<file path="src/shared/dod_pkg.sv">
// Package for the opcode decoder: patterns, field positions, types
// Assumes a 16-bit instruction word and one core clock
package dod_pkg;

  // ----------------------------------------------------------------
  // Opcode patterns
  // ----------------------------------------------------------------
  localparam logic [15:0] ABS_PAT = 16'hce1b;
  localparam logic [15:0] ROL_PAT = 16'hce34;
  localparam logic [15:0] ROR_PAT = 16'hce35;
  localparam logic [15:0] SFL_PAT = 16'hce18;
  localparam logic [15:0] SFR_PAT = 16'hce19;
  localparam logic [15:0] ADD_PRODUCT_OP_PAT = 16'hce15;
  localparam logic [15:0] PAC_PAT = 16'hce14;
  localparam logic [15:0] SUB_PRODUCT_OP_PAT = 16'hce16;
  localparam logic [3:0] ADD_NIB = 4'h0;
  localparam logic [3:0] LONG_NIB = 4'hd;
  localparam logic [3:0] LOADSH_NIB = 4'h2;
  localparam logic [7:0] LK_ADD = 8'h02;
  localparam logic [7:0] LK_SUB = 8'h03;
  localparam logic [7:0] LK_LOAD = 8'h01;
  localparam logic [7:0] LK_AND = 8'h04;
  localparam logic [7:0] LK_OR = 8'h05;
  localparam logic [7:0] LK_XOR = 8'h06;
  localparam logic [7:0] ADD_SHORT_CONST_OP_BYTE = 8'hcc;
  localparam logic [7:0] SUB_SHORT_CONST_OP_BYTE = 8'hcd;
  localparam logic [7:0] LOAD_ACC_SHORT_CONST_OP_BYTE = 8'hca;
  localparam logic [7:0] ADD_INDEX_SHORT_CONST_OP_BYTE = 8'h7e;
  localparam logic [7:0] MPY_BYTE = 8'h38;
  localparam logic [7:0] MAC_BYTE = 8'h5d;
  localparam logic [7:0] MULT_ACCUMULATE_MOVE_OP_BYTE = 8'h5c;
  localparam logic [4:0] STORE_ACC_LOW_OP_PRE = 5'h0c;
  localparam logic [4:0] LAR_PRE = 5'h06;
  localparam logic [4:0] SAR_PRE = 5'h0e;
  localparam logic [4:0] LOAD_INDEX_SHORT_CONST_OP_PRE = 5'h18;
  localparam logic [4:0] LOAD_INDEX_LONG_CONST_OP_PRE = 5'h1a;
  localparam logic [8:0] NORMALIZE_OP_PRE = 9'h19d;
  localparam logic [12:0] LOAD_INDEX_POINTER_OP_PRE = 13'h0ab1;
  localparam logic [6:0] LOAD_PAGE_CONST_OP_PRE = 7'h64;
  localparam logic [13:0] COMPARE_INDEX_OP_PRE = 14'h3394;
  localparam logic [2:0] MULT_CONST_OP_PRE = 3'h5;
  localparam logic [7:0] ZERO_BYTE = 8'h00;
  localparam int INDIRECT_BIT = 7;
  localparam int UPDATE_BIT = 3;

  // ----------------------------------------------------------------
  // Types
  // ----------------------------------------------------------------
  typedef enum logic [4:0] {
    OP_NONE = 5'h00, OP_ABS = 5'h01, OP_ADD = 5'h02, OP_ADD_LONG_CONST_OP = 5'h03,
    OP_SBLK = 5'h04, OP_LALK = 5'h05, OP_AND_LONG_CONST_OP = 5'h06, OP_ORK = 5'h07,
    OP_XORK = 5'h08, OP_ADD_SHORT_CONST_OP = 5'h09, OP_SUB_SHORT_CONST_OP = 5'h0a, OP_LOAD_ACC_SHORT_CONST_OP = 5'h0b,
    OP_LACS = 5'h0c, OP_STORE_ACC_LOW_OP = 5'h0d, OP_ROL = 5'h0e, OP_ROR = 5'h0f,
    OP_SFL = 5'h10, OP_SFR = 5'h11, OP_NORMALIZE_OP = 5'h12, OP_LAR = 5'h13,
    OP_SAR = 5'h14, OP_LOAD_INDEX_SHORT_CONST_OP = 5'h15, OP_LOAD_INDEX_POINTER_OP = 5'h16, OP_LOAD_PAGE_CONST_OP = 5'h17,
    OP_LOAD_INDEX_LONG_CONST_OP = 5'h18, OP_ADD_INDEX_SHORT_CONST_OP = 5'h19, OP_COMPARE_INDEX_OP = 5'h1a, OP_MAC = 5'h1b,
    OP_MULT_ACCUMULATE_MOVE_OP = 5'h1c, OP_MULT_CONST_OP = 5'h1d, OP_ADD_PRODUCT_OP = 5'h1e, OP_PAC = 5'h1f
  } dod_op_t;

  // SUB_PRODUCT_OP and MULT_OP have no room in 5 bits; carried as separate flags
  typedef struct packed {
    logic valid;
    dod_op_t op;
    logic subProduct;
    logic multMem;
    logic twoWord;
    logic [3:0] shift;
    logic [2:0] indexSel;
    logic indirect;
    logic [6:0] memAddr;
    logic pointerLoad;
    logic [2:0] pointerNext;
    logic [15:0] constVal;
    logic [1:0] compareMode;
  } dod_ctrl_t;

  typedef enum logic [1:0] {
    ST_FIRST = 2'b00,
    ST_SECOND = 2'b01
  } dod_state_t;

endpackage

</file>
<file path="src/hdl/dod_match.sv">
// Combinational pattern matcher for one 16-bit instruction word
// Assumes the word is stable while the caller samples the result
`timescale 1ns/1ns
`default_nettype none
module dod_match import dod_pkg::*; (
  input wire logic [15:0] word,
  output var dod_ctrl_t ctrl
);

  always_comb begin
    ctrl = '0;
    ctrl.op = OP_NONE;
    ctrl.shift = word[11:8];
    ctrl.indirect = word[INDIRECT_BIT];
    ctrl.memAddr = word[6:0];
    ctrl.indexSel = word[10:8];
    // Indirect field: pointer load only with update bit set
    ctrl.pointerLoad = word[INDIRECT_BIT] & word[UPDATE_BIT];
    ctrl.pointerNext = word[2:0];
    ctrl.valid = 1'b1;
    if (word == ABS_PAT) begin
      ctrl.op = OP_ABS;
      ctrl.pointerLoad = 1'b0;
    end else if (word == ROL_PAT || word == ROR_PAT) begin
      ctrl.op = word[0] ? OP_ROR : OP_ROL;
      ctrl.pointerLoad = 1'b0;
    end else if (word == SFL_PAT || word == SFR_PAT) begin
      ctrl.op = word[0] ? OP_SFR : OP_SFL;
      ctrl.pointerLoad = 1'b0;
    end else if (word == ADD_PRODUCT_OP_PAT) begin
      ctrl.op = OP_ADD_PRODUCT_OP;
      ctrl.pointerLoad = 1'b0;
    end else if (word == PAC_PAT) begin
      ctrl.op = OP_PAC;
      ctrl.pointerLoad = 1'b0;
    end else if (word == SUB_PRODUCT_OP_PAT) begin
      ctrl.subProduct = 1'b1;
      ctrl.pointerLoad = 1'b0;
    end else if (word[15:2] == COMPARE_INDEX_OP_PRE) begin
      ctrl.op = OP_COMPARE_INDEX_OP;
      ctrl.compareMode = word[1:0];
      ctrl.pointerLoad = 1'b0;
    end else if (word[15:7] == NORMALIZE_OP_PRE) begin
      ctrl.op = OP_NORMALIZE_OP;
      ctrl.indirect = 1'b1;
    end else if (word[15:3] == LOAD_INDEX_POINTER_OP_PRE) begin
      ctrl.op = OP_LOAD_INDEX_POINTER_OP;
      ctrl.pointerLoad = 1'b1;
    end else if (word[15:12] == ADD_NIB) begin
      ctrl.op = OP_ADD;
    end else if (word[15:12] == LOADSH_NIB) begin
      ctrl.op = OP_LACS;
    end else if (word[15:12] == LONG_NIB && word[7:0] != ZERO_BYTE &&
        word[7:3] == 5'h00) begin
      ctrl.twoWord = 1'b1;
      ctrl.pointerLoad = 1'b0;
      unique case (word[7:0])
        LK_ADD: ctrl.op = OP_ADD_LONG_CONST_OP;
        LK_SUB: ctrl.op = OP_SBLK;
        LK_LOAD: ctrl.op = OP_LALK;
        LK_AND: ctrl.op = OP_AND_LONG_CONST_OP;
        LK_OR: ctrl.op = OP_ORK;
        LK_XOR: ctrl.op = OP_XORK;
        default: begin
          ctrl.valid = 1'b0;
          ctrl.twoWord = 1'b0;
        end
      endcase
    end else if (word[15:11] == LOAD_INDEX_LONG_CONST_OP_PRE && word[7:0] == ZERO_BYTE) begin
      ctrl.op = OP_LOAD_INDEX_LONG_CONST_OP;
      ctrl.twoWord = 1'b1;
      ctrl.pointerLoad = 1'b0;
    end else if (word[15:8] == ADD_SHORT_CONST_OP_BYTE || word[15:8] == SUB_SHORT_CONST_OP_BYTE) begin
      ctrl.op = word[8] ? OP_SUB_SHORT_CONST_OP : OP_ADD_SHORT_CONST_OP;
      ctrl.constVal = {8'h00, word[7:0]};
      ctrl.pointerLoad = 1'b0;
    end else if (word[15:8] == LOAD_ACC_SHORT_CONST_OP_BYTE) begin
      ctrl.op = OP_LOAD_ACC_SHORT_CONST_OP;
      ctrl.constVal = {8'h00, word[7:0]};
      ctrl.pointerLoad = 1'b0;
    end else if (word[15:11] == STORE_ACC_LOW_OP_PRE) begin
      ctrl.op = OP_STORE_ACC_LOW_OP;
      ctrl.shift = {1'b0, word[10:8]};
    end else if (word[15:11] == LAR_PRE || word[15:11] == SAR_PRE) begin
      ctrl.op = (word[15:11] == SAR_PRE) ? OP_SAR : OP_LAR;
      ctrl.shift = '0;
    end else if (word[15:11] == LOAD_INDEX_SHORT_CONST_OP_PRE) begin
      ctrl.op = OP_LOAD_INDEX_SHORT_CONST_OP;
      ctrl.constVal = {8'h00, word[7:0]};
      ctrl.pointerLoad = 1'b0;
    end else if (word[15:9] == LOAD_PAGE_CONST_OP_PRE) begin
      ctrl.op = OP_LOAD_PAGE_CONST_OP;
      ctrl.constVal = {7'h00, word[8:0]};
      ctrl.pointerLoad = 1'b0;
    end else if (word[15:8] == ADD_INDEX_SHORT_CONST_OP_BYTE) begin
      ctrl.op = OP_ADD_INDEX_SHORT_CONST_OP;
      ctrl.constVal = {8'h00, word[7:0]};
      ctrl.pointerLoad = 1'b0;
    end else if (word[15:8] == MAC_BYTE || word[15:8] == MULT_ACCUMULATE_MOVE_OP_BYTE) begin
      ctrl.op = word[8] ? OP_MAC : OP_MULT_ACCUMULATE_MOVE_OP;
      ctrl.twoWord = 1'b1;
    end else if (word[15:13] == MULT_CONST_OP_PRE) begin
      ctrl.op = OP_MULT_CONST_OP;
      ctrl.constVal = {{3{word[12]}}, word[12:0]};
      ctrl.pointerLoad = 1'b0;
    end else if (word[15:8] == MPY_BYTE) begin
      ctrl.multMem = 1'b1;
    end else begin
      ctrl = '0;
      ctrl.op = OP_NONE;
    end
    if (!ctrl.valid) begin
      ctrl = '0;
      ctrl.op = OP_NONE;
    end
  end

endmodule // dod_match
`default_nettype wire

</file>
<file path="src/hdl/dod_decoder.sv">
// Opcode decoder top: accumulator, index-register and multiply groups
// Assumes fetch presents one word per cycle with wordValid
`timescale 1ns/1ns
`default_nettype none
module dod_decoder import dod_pkg::*; (
  input wire logic sys_clk,
  input wire logic resetn,
  input wire logic wordValid,
  input wire logic [15:0] word,
  output logic ctrlValid,
  output var dod_ctrl_t ctrl
);

  // ----------------------------------------------------------------
  // State
  // ----------------------------------------------------------------
  typedef struct packed {
    dod_state_t phase;
    dod_ctrl_t held;
    logic outValid;
    dod_ctrl_t out;
  } dod_regs_t;

  dod_regs_t r;
  dod_regs_t next_r;
  dod_ctrl_t matched;

  dod_match matcher (
    .word(word),
    .ctrl(matched)
  );

  // ----------------------------------------------------------------
  // Next state
  // ----------------------------------------------------------------
  always_comb begin
    next_r = r;
    next_r.outValid = 1'b0;
    if (wordValid) begin
      unique case (r.phase)
        ST_FIRST: begin
          if (matched.twoWord) begin
            next_r.held = matched;
            next_r.phase = ST_SECOND;
          end else begin
            next_r.out = matched;
            next_r.outValid = matched.valid;
          end
        end
        ST_SECOND: begin
          next_r.out = r.held;
          if (r.held.op != OP_MAC && r.held.op != OP_MULT_ACCUMULATE_MOVE_OP) begin
            next_r.out.constVal = word;
          end else begin
            next_r.out.constVal = word;
          end
          next_r.outValid = 1'b1;
          next_r.phase = ST_FIRST;
        end
      endcase
    end
  end

  always_ff @(posedge sys_clk or negedge resetn) begin
    if (!resetn) begin
      r <= '0;
    end else begin
      r <= next_r;
    end
  end

  assign ctrlValid = r.outValid;
  assign ctrl = r.out;

  // ----------------------------------------------------------------
  // Assertions
  // ----------------------------------------------------------------
  abs_decode_a: assert property (@(posedge sys_clk) disable iff (!resetn)
    (wordValid && r.phase == ST_FIRST && word == ABS_PAT) |=>
    ctrlValid && ctrl.op == OP_ABS)
    else $error("abs not decoded");
  add_shift_a: assert property (@(posedge sys_clk) disable iff (!resetn)
    (wordValid && r.phase == ST_FIRST && word[15:12] == 4'h0) |=>
    ctrl.op == OP_ADD && ctrl.shift == $past(word[11:8]))
    else $error("add shift wrong");
  long_two_a: assert property (@(posedge sys_clk) disable iff (!resetn)
    (wordValid && r.phase == ST_FIRST && word == 16'hd302) ##1
    wordValid |=> ctrlValid && ctrl.op == OP_ADD_LONG_CONST_OP &&
    ctrl.shift == 4'h3 && ctrl.constVal == $past(word))
    else $error("long add wrong");
  long_sel_a: assert property (@(posedge sys_clk) disable iff (!resetn)
    (wordValid && r.phase == ST_FIRST && word[15:12] == LONG_NIB &&
    word[7:0] == LK_XOR) |=>
    !ctrlValid ##0 r.held.op == OP_XORK)
    else $error("xor select wrong");
  sub_short_a: assert property (@(posedge sys_clk) disable iff (!resetn)
    (wordValid && r.phase == ST_FIRST && word[15:8] == SUB_SHORT_CONST_OP_BYTE) |=>
    ctrl.op == OP_SUB_SHORT_CONST_OP && ctrl.constVal[7:0] == $past(word[7:0]))
    else $error("short sub wrong");
  store_acc_low_op_shift_a: assert property (@(posedge sys_clk) disable iff (!resetn)
    (wordValid && r.phase == ST_FIRST && word[15:11] == STORE_ACC_LOW_OP_PRE) |=>
    ctrl.op == OP_STORE_ACC_LOW_OP && ctrl.shift == {1'b0, $past(word[10:8])})
    else $error("store shift wrong");
  mult_const_op_sign_a: assert property (@(posedge sys_clk) disable iff (!resetn)
    (wordValid && r.phase == ST_FIRST && word == 16'hb000) |=>
    ctrl.op == OP_MULT_CONST_OP && ctrl.constVal == 16'hf000)
    else $error("mult_const_op sign wrong");
  ptr_update_a: assert property (@(posedge sys_clk) disable iff (!resetn)
    (wordValid && r.phase == ST_FIRST && word == 16'h08ab) |=>
    ctrl.pointerLoad && ctrl.pointerNext == 3'h3)
    else $error("pointer update wrong");
  unknown_none_a: assert property (@(posedge sys_clk) disable iff (!resetn)
    (wordValid && r.phase == ST_FIRST && word == 16'hfe00) |=>
    !ctrlValid)
    else $error("unknown word decoded");

  two_word_c: cover property (@(posedge sys_clk) disable iff (!resetn)
    r.phase == ST_SECOND ##1 ctrlValid);
  mac_c: cover property (@(posedge sys_clk) disable iff (!resetn)
    ctrlValid && ctrl.op == OP_MAC);
  compare_index_op_c: cover property (@(posedge sys_clk) disable iff (!resetn)
    ctrlValid && ctrl.op == OP_COMPARE_INDEX_OP);

endmodule // dod_decoder
`default_nettype wire

</file>
<file path="config.mk">
export PLATFORM = sky130hd
export DESIGN_NAME = dod_decoder
export DESIGN_NICKNAME = d
export VERILOG_FILES = /design/src/shared/dod_pkg.sv /design/src/hdl/dod_match.sv /design/src/hdl/dod_decoder.sv
export SDC_FILE = /design/constraint.sdc
export NUM_CORES = 1
export LEC_CHECK = 0
export ABC_CLOCK_PERIOD_IN_PS = 2500
export BUFFER_PORTS_ARGS = -buffer_cell sky130_fd_sc_hd__buf_2
export CAP_MARGIN = 40
export CORE_ASPECT_RATIO = 0.7
export CORE_MARGIN = 8
export CORE_UTILIZATION = 58
export DETAILED_ROUTE_END_ITERATION = 10
export PLACE_DENSITY = 0.81
export SETUP_SLACK_MARGIN = 0.05
export SKIP_CTS_REPAIR_TIMING = 1
export SLEW_MARGIN = 20
export SYNTH_ARGS = -nofsm -noshare
export SYNTH_HDL_FRONTEND = slang
export SYNTH_SLANG_ARGS = --single-unit
export TNS_END_PERCENT = 50
</file>
<file path="constraint.sdc">
create_clock -name sys_clk -period 2.5 [get_ports sys_clk]
set_input_delay 0.125 -clock sys_clk [delete_from_list [all_inputs] [get_ports sys_clk]]
set_output_delay 0.125 -clock sys_clk [all_outputs]
set_load 0.01 [all_outputs]
</file>
# == Yosys cells after proc, flatten, opt, wreduce, memory -nomap -nowiden ==
# Cells that the tools add are included.
# op_classes
n_mul,0
n_lt_le_gt_ge,0
n_eq_ne,36
n_mux,219
reduce_logical,17
div_mod_pow,0
addsub,0
shift,0
bitwise_logic,1
# op_table
operator,n
two-way mux 38 bit,22
two-way mux 33 bit,17
two-way mux 18 bit,26
two-way mux 40 bit,11
two-way mux 21 bit,9
two-way mux 7 bit,23
== test 16 bit (second input constant),8
two-way mux 5 bit,20
two-way mux 16 bit,6
two-way mux 47 bit,2
case mux 47 bit (2 select lines),1
two-way mux 37 bit,2
two-way mux 48 bit,1
two-way mux 46 bit,1
two-way mux 1 bit,45
two-way mux 15 bit,2
two-way mux 3 bit,10
two-way mux 29 bit,1
== test 8 x 3 -> 1 bit (second input constant),3
== test 8 x 7 -> 1 bit (second input constant),3
== test 8 bit (second input constant),3
case mux 4 bit (6 select lines),1
two-way mux 2 bit,11
two-way mux 19 bit,1
31 further kinds,44
# word_totals
ram_bits,0
word_cells,301
register_bits,95
romBits,0
memories,0
inputBits,19
out_inout_bits,47
latch_bits,0

# == Depth between registers and ports, before layout ==
# Gate-level depths: netlist (run 1).
# logic_depth
word_depth,87
mapped_depth,9

# == Cells and area by module ==
# A second synthesis (run 1) with hierarchy kept.
# unflattened
hier_cells,532
area_unflattened_um2,5405.2
# modules_own_cells
module,instances,cells_per_inst,area_per_inst_um2
dod_decoder,1,328,4078.9
dod_match,1,204,1326.3

# == Worst setup path before layout (run 1) ==
# No wires, ideal clock.
# synth_path
path_type,input -> register
from,in word[7]
to,reg r (netlist bit ctrl[4])
arrival_time_ns,1.655
path_slack_ns,0.704
stages,7
required_ns,2.359
cell_sequence,buf_2 -> and4bb_2 -> and3_4 -> a21o_4 -> a21oi_4 -> a211oi_4 -> nor3_2
# synth_via
elab_chain_cells,27
elab_cells_between_ends,78
cone_classes,18 x eq/ne; 50 x mux; 10 x reduce/logical
# synth_lines
item,line,rtl
"start, declared",dod_decoder.sv:9,"input wire logic [15:0] word,"
"== test 8 x 2 -> 1 bit, or another cell as far along",dod_match.sv:57,unique case (word[7:0])
"OR reduction 6 bit (no source line), or another cell as far along",--,
"two-way mux 1 bit, or another cell as far along",dod_match.sv:57,
two-way mux 1 bit / two-way mux 21 bit (equally long branches),dod_match.sv:53,end else if (word[15:12] == LONG_NIB && word[7:0] != ZERO_BYTE &&
two-way mux 40 bit,dod_match.sv:51,end else if (word[15:12] == LOADSH_NIB) begin
two-way mux 40 bit,dod_match.sv:49,end else if (word[15:12] == ADD_NIB) begin
two-way mux 40 bit,dod_match.sv:46,end else if (word[15:3] == LOAD_INDEX_POINTER_OP_PRE) begin
two-way mux 40 bit,dod_match.sv:43,end else if (word[15:7] == NORMALIZE_OP_PRE) begin
[... 11 more ...],--,
two-way mux 18 bit / two-way mux 21 bit (equally long branches),dod_match.sv:33,end else if (word == PAC_PAT) begin
two-way mux 18 bit / two-way mux 21 bit (equally long branches),dod_match.sv:30,end else if (word == ADD_PRODUCT_OP_PAT) begin
two-way mux 18 bit / two-way mux 21 bit (equally long branches),dod_match.sv:27,end else if (word == SFL_PAT || word == SFR_PAT) begin
two-way mux 18 bit / two-way mux 21 bit (equally long branches),dod_match.sv:24,end else if (word == ROL_PAT || word == ROR_PAT) begin
two-way mux 18 bit / two-way mux 21 bit (equally long branches),dod_match.sv:21,if (word == ABS_PAT) begin
two-way mux 46 bit (*),dod_match.sv:112,if (!ctrl.valid) begin
!= test 2 bit (no source line) / two-way mux 47 bit (equally long branches),--,
AND reduction 2 bit (no source line) / case mux 47 bit (2 select lines) (equally long branches),--,
"end signal, assigned",dod_decoder.sv:68,r <= next_r;
"end, declared",dod_decoder.sv:24,dod_regs_t r;
# Every way passes the cells marked *; elsewhere a longest branch is shown, timed or not. The select of a mux whose other input is x is not followed.
# A chain may end at the register's enable or synchronous reset.

# == Worst setup path after layout (run 1) ==
# layout_path
from,in word[13]
to,reg r[68] in the netlist's numbering
# layout_via
elab_chain_cells,71
elab_cells_between_ends,185
cone_classes,27 x eq/ne; 148 x mux; 10 x reduce/logical
# layout_lines
item,line,rtl
== test 8 x 6 -> 1 bit,dod_match.sv:106,end else if (word[15:8] == MPY_BYTE) begin
two-way mux 37 bit,dod_match.sv:106,
two-way mux 38 bit,dod_match.sv:102,end else if (word[15:13] == MULT_CONST_OP_PRE) begin
two-way mux 38 bit,dod_match.sv:99,end else if (word[15:8] == MAC_BYTE || word[15:8] == MULT_ACCUMULATE_MOVE_OP_BYTE) begin
two-way mux 38 bit,dod_match.sv:95,end else if (word[15:8] == ADD_INDEX_SHORT_CONST_OP_BYTE) begin
two-way mux 38 bit,dod_match.sv:91,end else if (word[15:9] == LOAD_PAGE_CONST_OP_PRE) begin
two-way mux 38 bit,dod_match.sv:87,end else if (word[15:11] == LOAD_INDEX_SHORT_CONST_OP_PRE) begin
two-way mux 38 bit,dod_match.sv:84,end else if (word[15:11] == LAR_PRE || word[15:11] == SAR_PRE) begin
[... 55 more ...],--,
two-way mux 1 bit,dod_match.sv:39,end else if (word[15:2] == COMPARE_INDEX_OP_PRE) begin
two-way mux 1 bit,dod_match.sv:36,end else if (word == SUB_PRODUCT_OP_PAT) begin
two-way mux 1 bit,dod_match.sv:33,
two-way mux 1 bit,dod_match.sv:30,
two-way mux 1 bit,dod_match.sv:27,
two-way mux 1 bit,dod_match.sv:24,
two-way mux 1 bit,dod_match.sv:21,
two-way mux 46 bit (*),dod_match.sv:112,
# Marked as above.

==> results.md, run 1 <==
Outcome:
- The run finished with clean final reports.

Floorplan:
- From bottom edge to top edge, the die measures 91.2 um.
- The standard-cell row count is 27.
- The core region is 7840 um^2.
- The number of primary I/O pins is 66.
- The starting density of the core is 59.8%.
- The horizontal extent of the die is 123 um.
- The die covers 11300 um^2.

Timing:
- The timing-limited maximum frequency is 0.513 GHz.
- Setup slack on the critical path of the routed design comes to 552 ps.
- The worst path uses 77.9% of the clock period.
- After routing, the total negative slack on setup checks comes to 0 ps.
- The minimum clock period after layout is 1950 ps.
- The number of pins with negative max-slew slack in the final report is 0.
- Between clock sinks in the finished design, the worst skew comes to 4.15 ps.
- The worst slew margin relative to its limit is 42.9%.
- The final number of hold-violating endpoints is 0.
- Setup repair after global routing left no endpoint under its margin.
- For the pin with the worst max-slew slack, the measured transition is 850 ps.
- Setup violations remaining at the end of the flow were counted as 0.

Synth:
- In the synthesized netlist the dominant register cell turns out to be dfrtp_1.
- The post-synthesis instance total is 523.
- Synthesis inferred 72 register bits.
- The synthesized netlist occupies a cell area of 4680 um^2.
- Yosys mapped the design onto 82 distinct sky130hd cell types.
- In the post-synthesis netlist, the biggest area contributors are dfrtp_1, buf_4, nand2_1.
- Counting flops with an async set or reset pin after synthesis yields a share of 100%.
- The register area share after synthesis is 38.5%.
- In this run the mean area of a mapped cell was 8.96 um^2.
- The Yosys step of the flow raised 0 warnings.
- The proportion of netlist area held by the largest area contributor is 38.5%.
- The number of nets in the synthesized netlist is 542.
- The cell accounting for the most synthesized area is dfrtp_1.
- The number of flops mapped to enable cells by yosys is 0.

Route:
- In the final routed layout, each cell accounts on average for 21.3 um.
- The number of vias in the routed layout is 4278.
- The overall routed net length is 13.9 mm.
- Before antenna repair, the detailed router went through 5 iterations.
- After the first detailed-routing iteration, the DRC count stood at 660.
- The average via count per standard cell is 6.55.
- In this run the remaining antenna-violating nets after routing total 0.
- The number of DRC violations after detailed routing is 0.

Global route:
- The initial antenna violation count is 0.
- The via count of the first global-routing pass came to 4054.
- The total routing usage reported by global routing is 25.6%.
- The first global-routing pass estimated 22.6 mm of wire.
- The leftover overflow at the end of global routing is 0.
- The largest net degree at the start of global routing is 73.

CTS:
- The TritonCTS clock tree is built.
- The maximum clock insertion buffer count is 2.
- After clock tree synthesis, the clock-pin slew on the worst setup and hold paths is 60 ps.
- The depth of the CTS H-tree is 3.
- The total clock buffers created by CTS is 9.
- CTS placed an instance of clkbuf_16 at the clock tree root.
- At the later pin of the worst-skew pair, clock insertion delay measures 340 ps.
- The number of clock sinks is 72.

Power and ir drop:
- Summed over all cells, the static leakage comes to 2.44 nW.
- The overall power consumption is 3.20 mW.
- The largest vdd supply drop is 0.460 mV.
- The total power divided by cell area is 613 nW/um^2.

Layout:
- In the final design database the tool counted 566 nets.
- In the layout the commonest cells are dfrtp_1, buf_2, nand2_1.
- The library cell used most frequently in the layout, excluding fill and tap cells, is dfrtp_1.
- In the final layout, the share of cells above drive strength 1 is 28.4%.
- The repair_antennas step left the layout with diodes totalling 0.
- After the flow finishes, the layout carries non-filler instances totaling 653.
- The post-synthesis to final-layout area growth is 11.6%.

Placed design:
- The global placement routability congestion is 1.02.
- The post-placement setup slack is 231 ps.
- Buffers placed on the I/O ports in this run total 65.
- The half-perimeter wire length of the detailed placement result is 10.0 mm.
- The number of instances in the placed design is 636.

Job:
- The max-cap violation count is 0.

Setup path:
- The maximum fanout along the worst path is 24.
- STA classifies the critical path endpoint as a flop.
- The worst setup path is launched from a primary input.
- STA puts the critical path data arrival time at 2170 ps.
- Data on the critical path is required at its endpoint by 2730 ps.
- The start-to-end type of the worst setup path is in2reg.

Min path:
- The class of the most critical hold timing path is in2reg.
-- cell type report --
cell class	instances	area, um^2
flip-flops and latches	72	1800
repair buffers	98	638
inverters	7	26.3
well taps	101	126
clock buffers	10	229
clock inverters	6	90.1
fillers	652	2610
multi-input cells	359	2320
-- final timing paths --
| path | startpoint | endpoint | slack, ps | cells past startpoint |
|---|---|---|---|---|
| hold reg to reg | ctrl[10] | ctrl[10] | 460 | 2 |
| max in group asynchronous | resetn | r[91] | 1810 | 3 |
| min in group asynchronous | resetn | ctrl[8] | 360 | 3 |
| hold / removal | word[4] | ctrl[6] | 130 | 3 |
| setup reg to reg | r[93] | ctrl[9] | 590 | 6 |
| setup / recovery | word[13] | r[68] | 550 | 7 |
-- kinds of logic (layout without fill, tap and decap cells) --
group           after synthesis  in the layout  synth area share, %
mux                           7              7                 1.63
flops                        72             72                 38.5
simple gates                199            199                 24.2
buf+inv                      92            121                 12.1
compound gates              153            153                 23.6
-- cell usage after synthesis, types with 3 or more instances --
library cell / instances
and2_1: 5
buf_2: 16
and3_1: 16
nor2b_1: 8
inv_1: 6
nand3_1: 16
nor3b_1: 5
a222oi_1: 3
nand2_1: 56
mux2_2: 5
dfrtp_1: 72
nand2_2: 7
buf_4: 49
nor3_1: 9
o21ai_1: 14
nand2b_1: 6
o211ai_1: 4
and3b_1: 5
a211oi_1: 5
clkbuf_1: 16
nor4_1: 5
a22oi_1: 3
a21oi_2: 7
nor4b_1: 4
nor2_1: 26
nand4_1: 7
a21oi_1: 31
a31oi_1: 5
o2bb2ai_1: 4
o31ai_1: 3
o21ai_0: 34
-- flip-flops by register name, indices dropped and copies added (netlist names) --
register / cells
ctrlValid: 1
ctrl: 43
r: 28
-- report_power, final --
| part | internal [mW] | switching (mW) |
|---|---|---|
| Combinational | 0.195 | 0.314 |
| Sequential | 1.25 | 0.0472 |
| Clock | 0.879 | 0.520 |
| Total | 2.32 | 0.881 |
-- through the flow --
stage | util, % | hold slack, ps | instance area [um^2]
floorplan | - | -171 | 4680
global placement | 62.5 | 175 | 4900
detailed placement | 62.5 | 184 | 4900
CTS | 66.6 | -173 | 5220
global route | 66.7 | 132 | 5230
finish | 66.7 | 129 | 5230
-- critical path, cell delays in order --
cell and delay (ps):
buf_2 190, and2b_1 280, and3_1 180, nand4_1 430
nand3_1 410, buf_12 210, mux2_2 340
-- routing by layer --
metal,part of all wire [%],global-route usage (%),vias up
met5,0,0,-
met4,1.9,8.19,0
met3,11,7.36,28
met2,42,35.7,237
met1,45,36.9,2092
li1,-,-,1921
No activity file was read; power rests on OpenSTA's default activity.
==> run 2: changes to the inputs <==
ABC_CLOCK_PERIOD_IN_PS = 1950   (was 2500)
clock period = 1.95 ns   (was 2.5 ns; I/O delays follow)
==> run 2 against run 1 <==
Effect of this change:
- clock skew rose by 3.7 ps
- largest cell class unchanged
- wire length rose by 11%
- clock power rose by 15%
- via count rose by 8.7%
- die area did not move
- critical path depth fell by 3
- largest power group is now registers
- cell count rose by 15%
- combinational power rose by 55%
==> results.md, run 2 (synthesis gave the netlist of run 1 again) <==
CTS:
- The number of clock sinks is 72.
- The total clock buffers created by CTS is 9.
- Clock-pin slew was measured on the worst setup and hold paths at 70 ps.
- Clock tree synthesis selected as its root buffer the cell clkbuf_16.
- The H-tree generated during clock tree synthesis spans 3 levels.
- The longest clock path from root to sink contains 2 buffers.
- TritonCTS built the clock tree.
- The clock reaches the later pin of the worst-skew pair after 330 ps.

Layout:
- The layout has 565 filler cells.
- The top cell types in the final layout, fill and taps aside, are buf_4, dfrtp_1, buf_2.
- The number of nets in the layout is 662.
- The most frequent standard cell in the layout excluding fill and tap cells is buf_4.
- The cell area after layout is 5970 um^2.
- Summing all multi-input logic gate instances after layout gives 2320 um^2.
- From synthesis to final layout, the design area changed by 27.4%.
- The number of flip-flops under the largest register name is 43.
- Of the cells placed in the final design, the portion with a size suffix greater than 1 is 39.2%.
- Once layout is complete, the utilization of the core stands at 76.1%.
- Summing all flip-flop and latch instances after layout gives 1800 um^2.
- The number of antenna diodes in the final layout is 0.

Placed design:
- The congestion estimate from routability-driven global placement came to 0.978.
- The post-placement setup slack is -182 ps.
- The post-detailed-placement cell area is 5670 um^2.
- The half-perimeter wire length of the detailed placement result is 11.9 mm.
- The count of port buffers added during placement is 65.

Job:
- The max-cap violation count is 0.

Timing:
- The final setup slack of the worst path is 88.3 ps.
- For the finished layout, the period the worst path requires is 1860 ps.
- The number of pins with negative max-slew slack in the final report came to 0.
- Based on the critical path, the design can be clocked at up to 0.537 GHz.
- The final number of hold-violating endpoints is 0.
- The worst-case clock skew is 7.82 ps.
- The worst path uses 95.5% of the clock period.
- Setup repair after global routing left no endpoint under its margin.
- At the pin with the least slew margin, the transition time is 769 ps.
- The worst slew margin relative to its limit is 48.6%.
- The final setup violation count is 0.

Route:
- The starting DRC count in detailed routing is 651.
- The detailed router placed 4650 vias in this run.
- The first-pass detailed-route iteration total is 5.
- In this run the remaining antenna-violating nets after routing total 0.
- The average via count per standard cell is 6.21.
- The number of DRC violations after detailed routing is 0.
- In the final routed layout, each cell accounts on average for 20.6 um.
- Wires add up to 15.5 mm.

Setup path:
- The signal arrival time at the worst endpoint is 2080 ps.
- STA classifies the critical path startpoint as a flop.
- The data required time of the worst path is 2170 ps.
- Along the worst path, the maximum fanout reaches 27.
- The start-to-end type of the worst setup path is reg2reg.
- The element type at the critical path end is a flop.

Power and ir drop:
- The total power divided by cell area is 680 nW/um^2.
- Overall power consumption after layout is estimated at 4.06 mW.
- The worst-case IR drop observed on VDD is 0.785 mV.
- Summed over all cells, the static leakage comes to 2.90 nW.

Floorplan:
- In this run the count of I/O pins placed on the die edge is 66.
- The floorplan step defined a die boundary enclosing 11300 um^2.
- The area inside the core boundary is 7840 um^2.
- The die is 91.2 um tall.
- Once the floorplan was initialized, standard cells occupied 59.8% of the core.
- The floorplan has 27 rows.
- The horizontal extent of the die is 123 um.

Global route:
- The initial antenna violation count came to 0.
- Across every metal layer, demand over resource in global routing totals 28.4%.
- The via count of the first global-routing pass is 4616.
- The largest net degree at the start of global routing is 73.
- The first global-routing pass estimated 25.2 mm of wire.
- For this run the aggregate overflow at the end of global routing stands at 0.

Min path:
- The path class of the tightest hold or removal check is in2reg.

Outcome:
- The run finished with clean final reports.
==> run 2: changes by cell type in the layout (fill, tap and decap cells not counted), sizes merged <==
cell / change
inv: +2
clkinvlp: +2
clkinv: -1
buf: +96
bufinv: -2
clkbuf: -1
==> run 2: metrics by stage <==
stage	setup TNS [ps]	instances	hold slack [ps]
2_1_floorplan	0	523	-198
3_3_place_gp	-4130	732	140
3_5_place_dp	-5030	732	151
4_1_cts	0	748	-203
5_1_grt	0	749	107
6_report	0	749	87.1
==> run 2: path summary, 6_finish.rpt <==
path                            end  slack [ps]     start  cells after the start
setup reg to reg           ctrl[40]          90     r[93]                      4
setup / recovery           ctrl[40]          90     r[93]                      4
max in group asynchronous     r[89]        1310    resetn                      3
hold reg to reg            ctrl[10]         470  ctrl[10]                      2
hold / removal             ctrl[17]          90  word[15]                      3
min in group asynchronous   ctrl[4]         300    resetn                      3
==> run 2: power by group <==
group,total (mW),switching [mW],internal [mW]
combinational,0.789,0.439,0.349
sequential,1.66,0.0626,1.60
clock,1.61,0.720,0.888
total,4.06,1.22,2.84
==> run 2: metal layers <==
metal,track usage (%),routed length (um)
met5,0,0
met4,7.69,274
met3,5.26,1390
met2,41.3,6610
met1,42.0,7180
==> run 2: worst max-delay path, cell delays in order (launching register included) <==
cell     delay, ps
dfrtp_1        400
buf_12         170
o31ai_4        680
nor2_1         230
a31o_1         260
==> run 2: area by class of cell <==
type                       instances  area share (%)
clock buffer                       9            3.77
clock inverter                     7            1.05
inverter                           7           0.440
multi-input combinational        359            38.8
sequential                        72            30.2
tap                              101            2.12
timing repair buffer             194            23.6
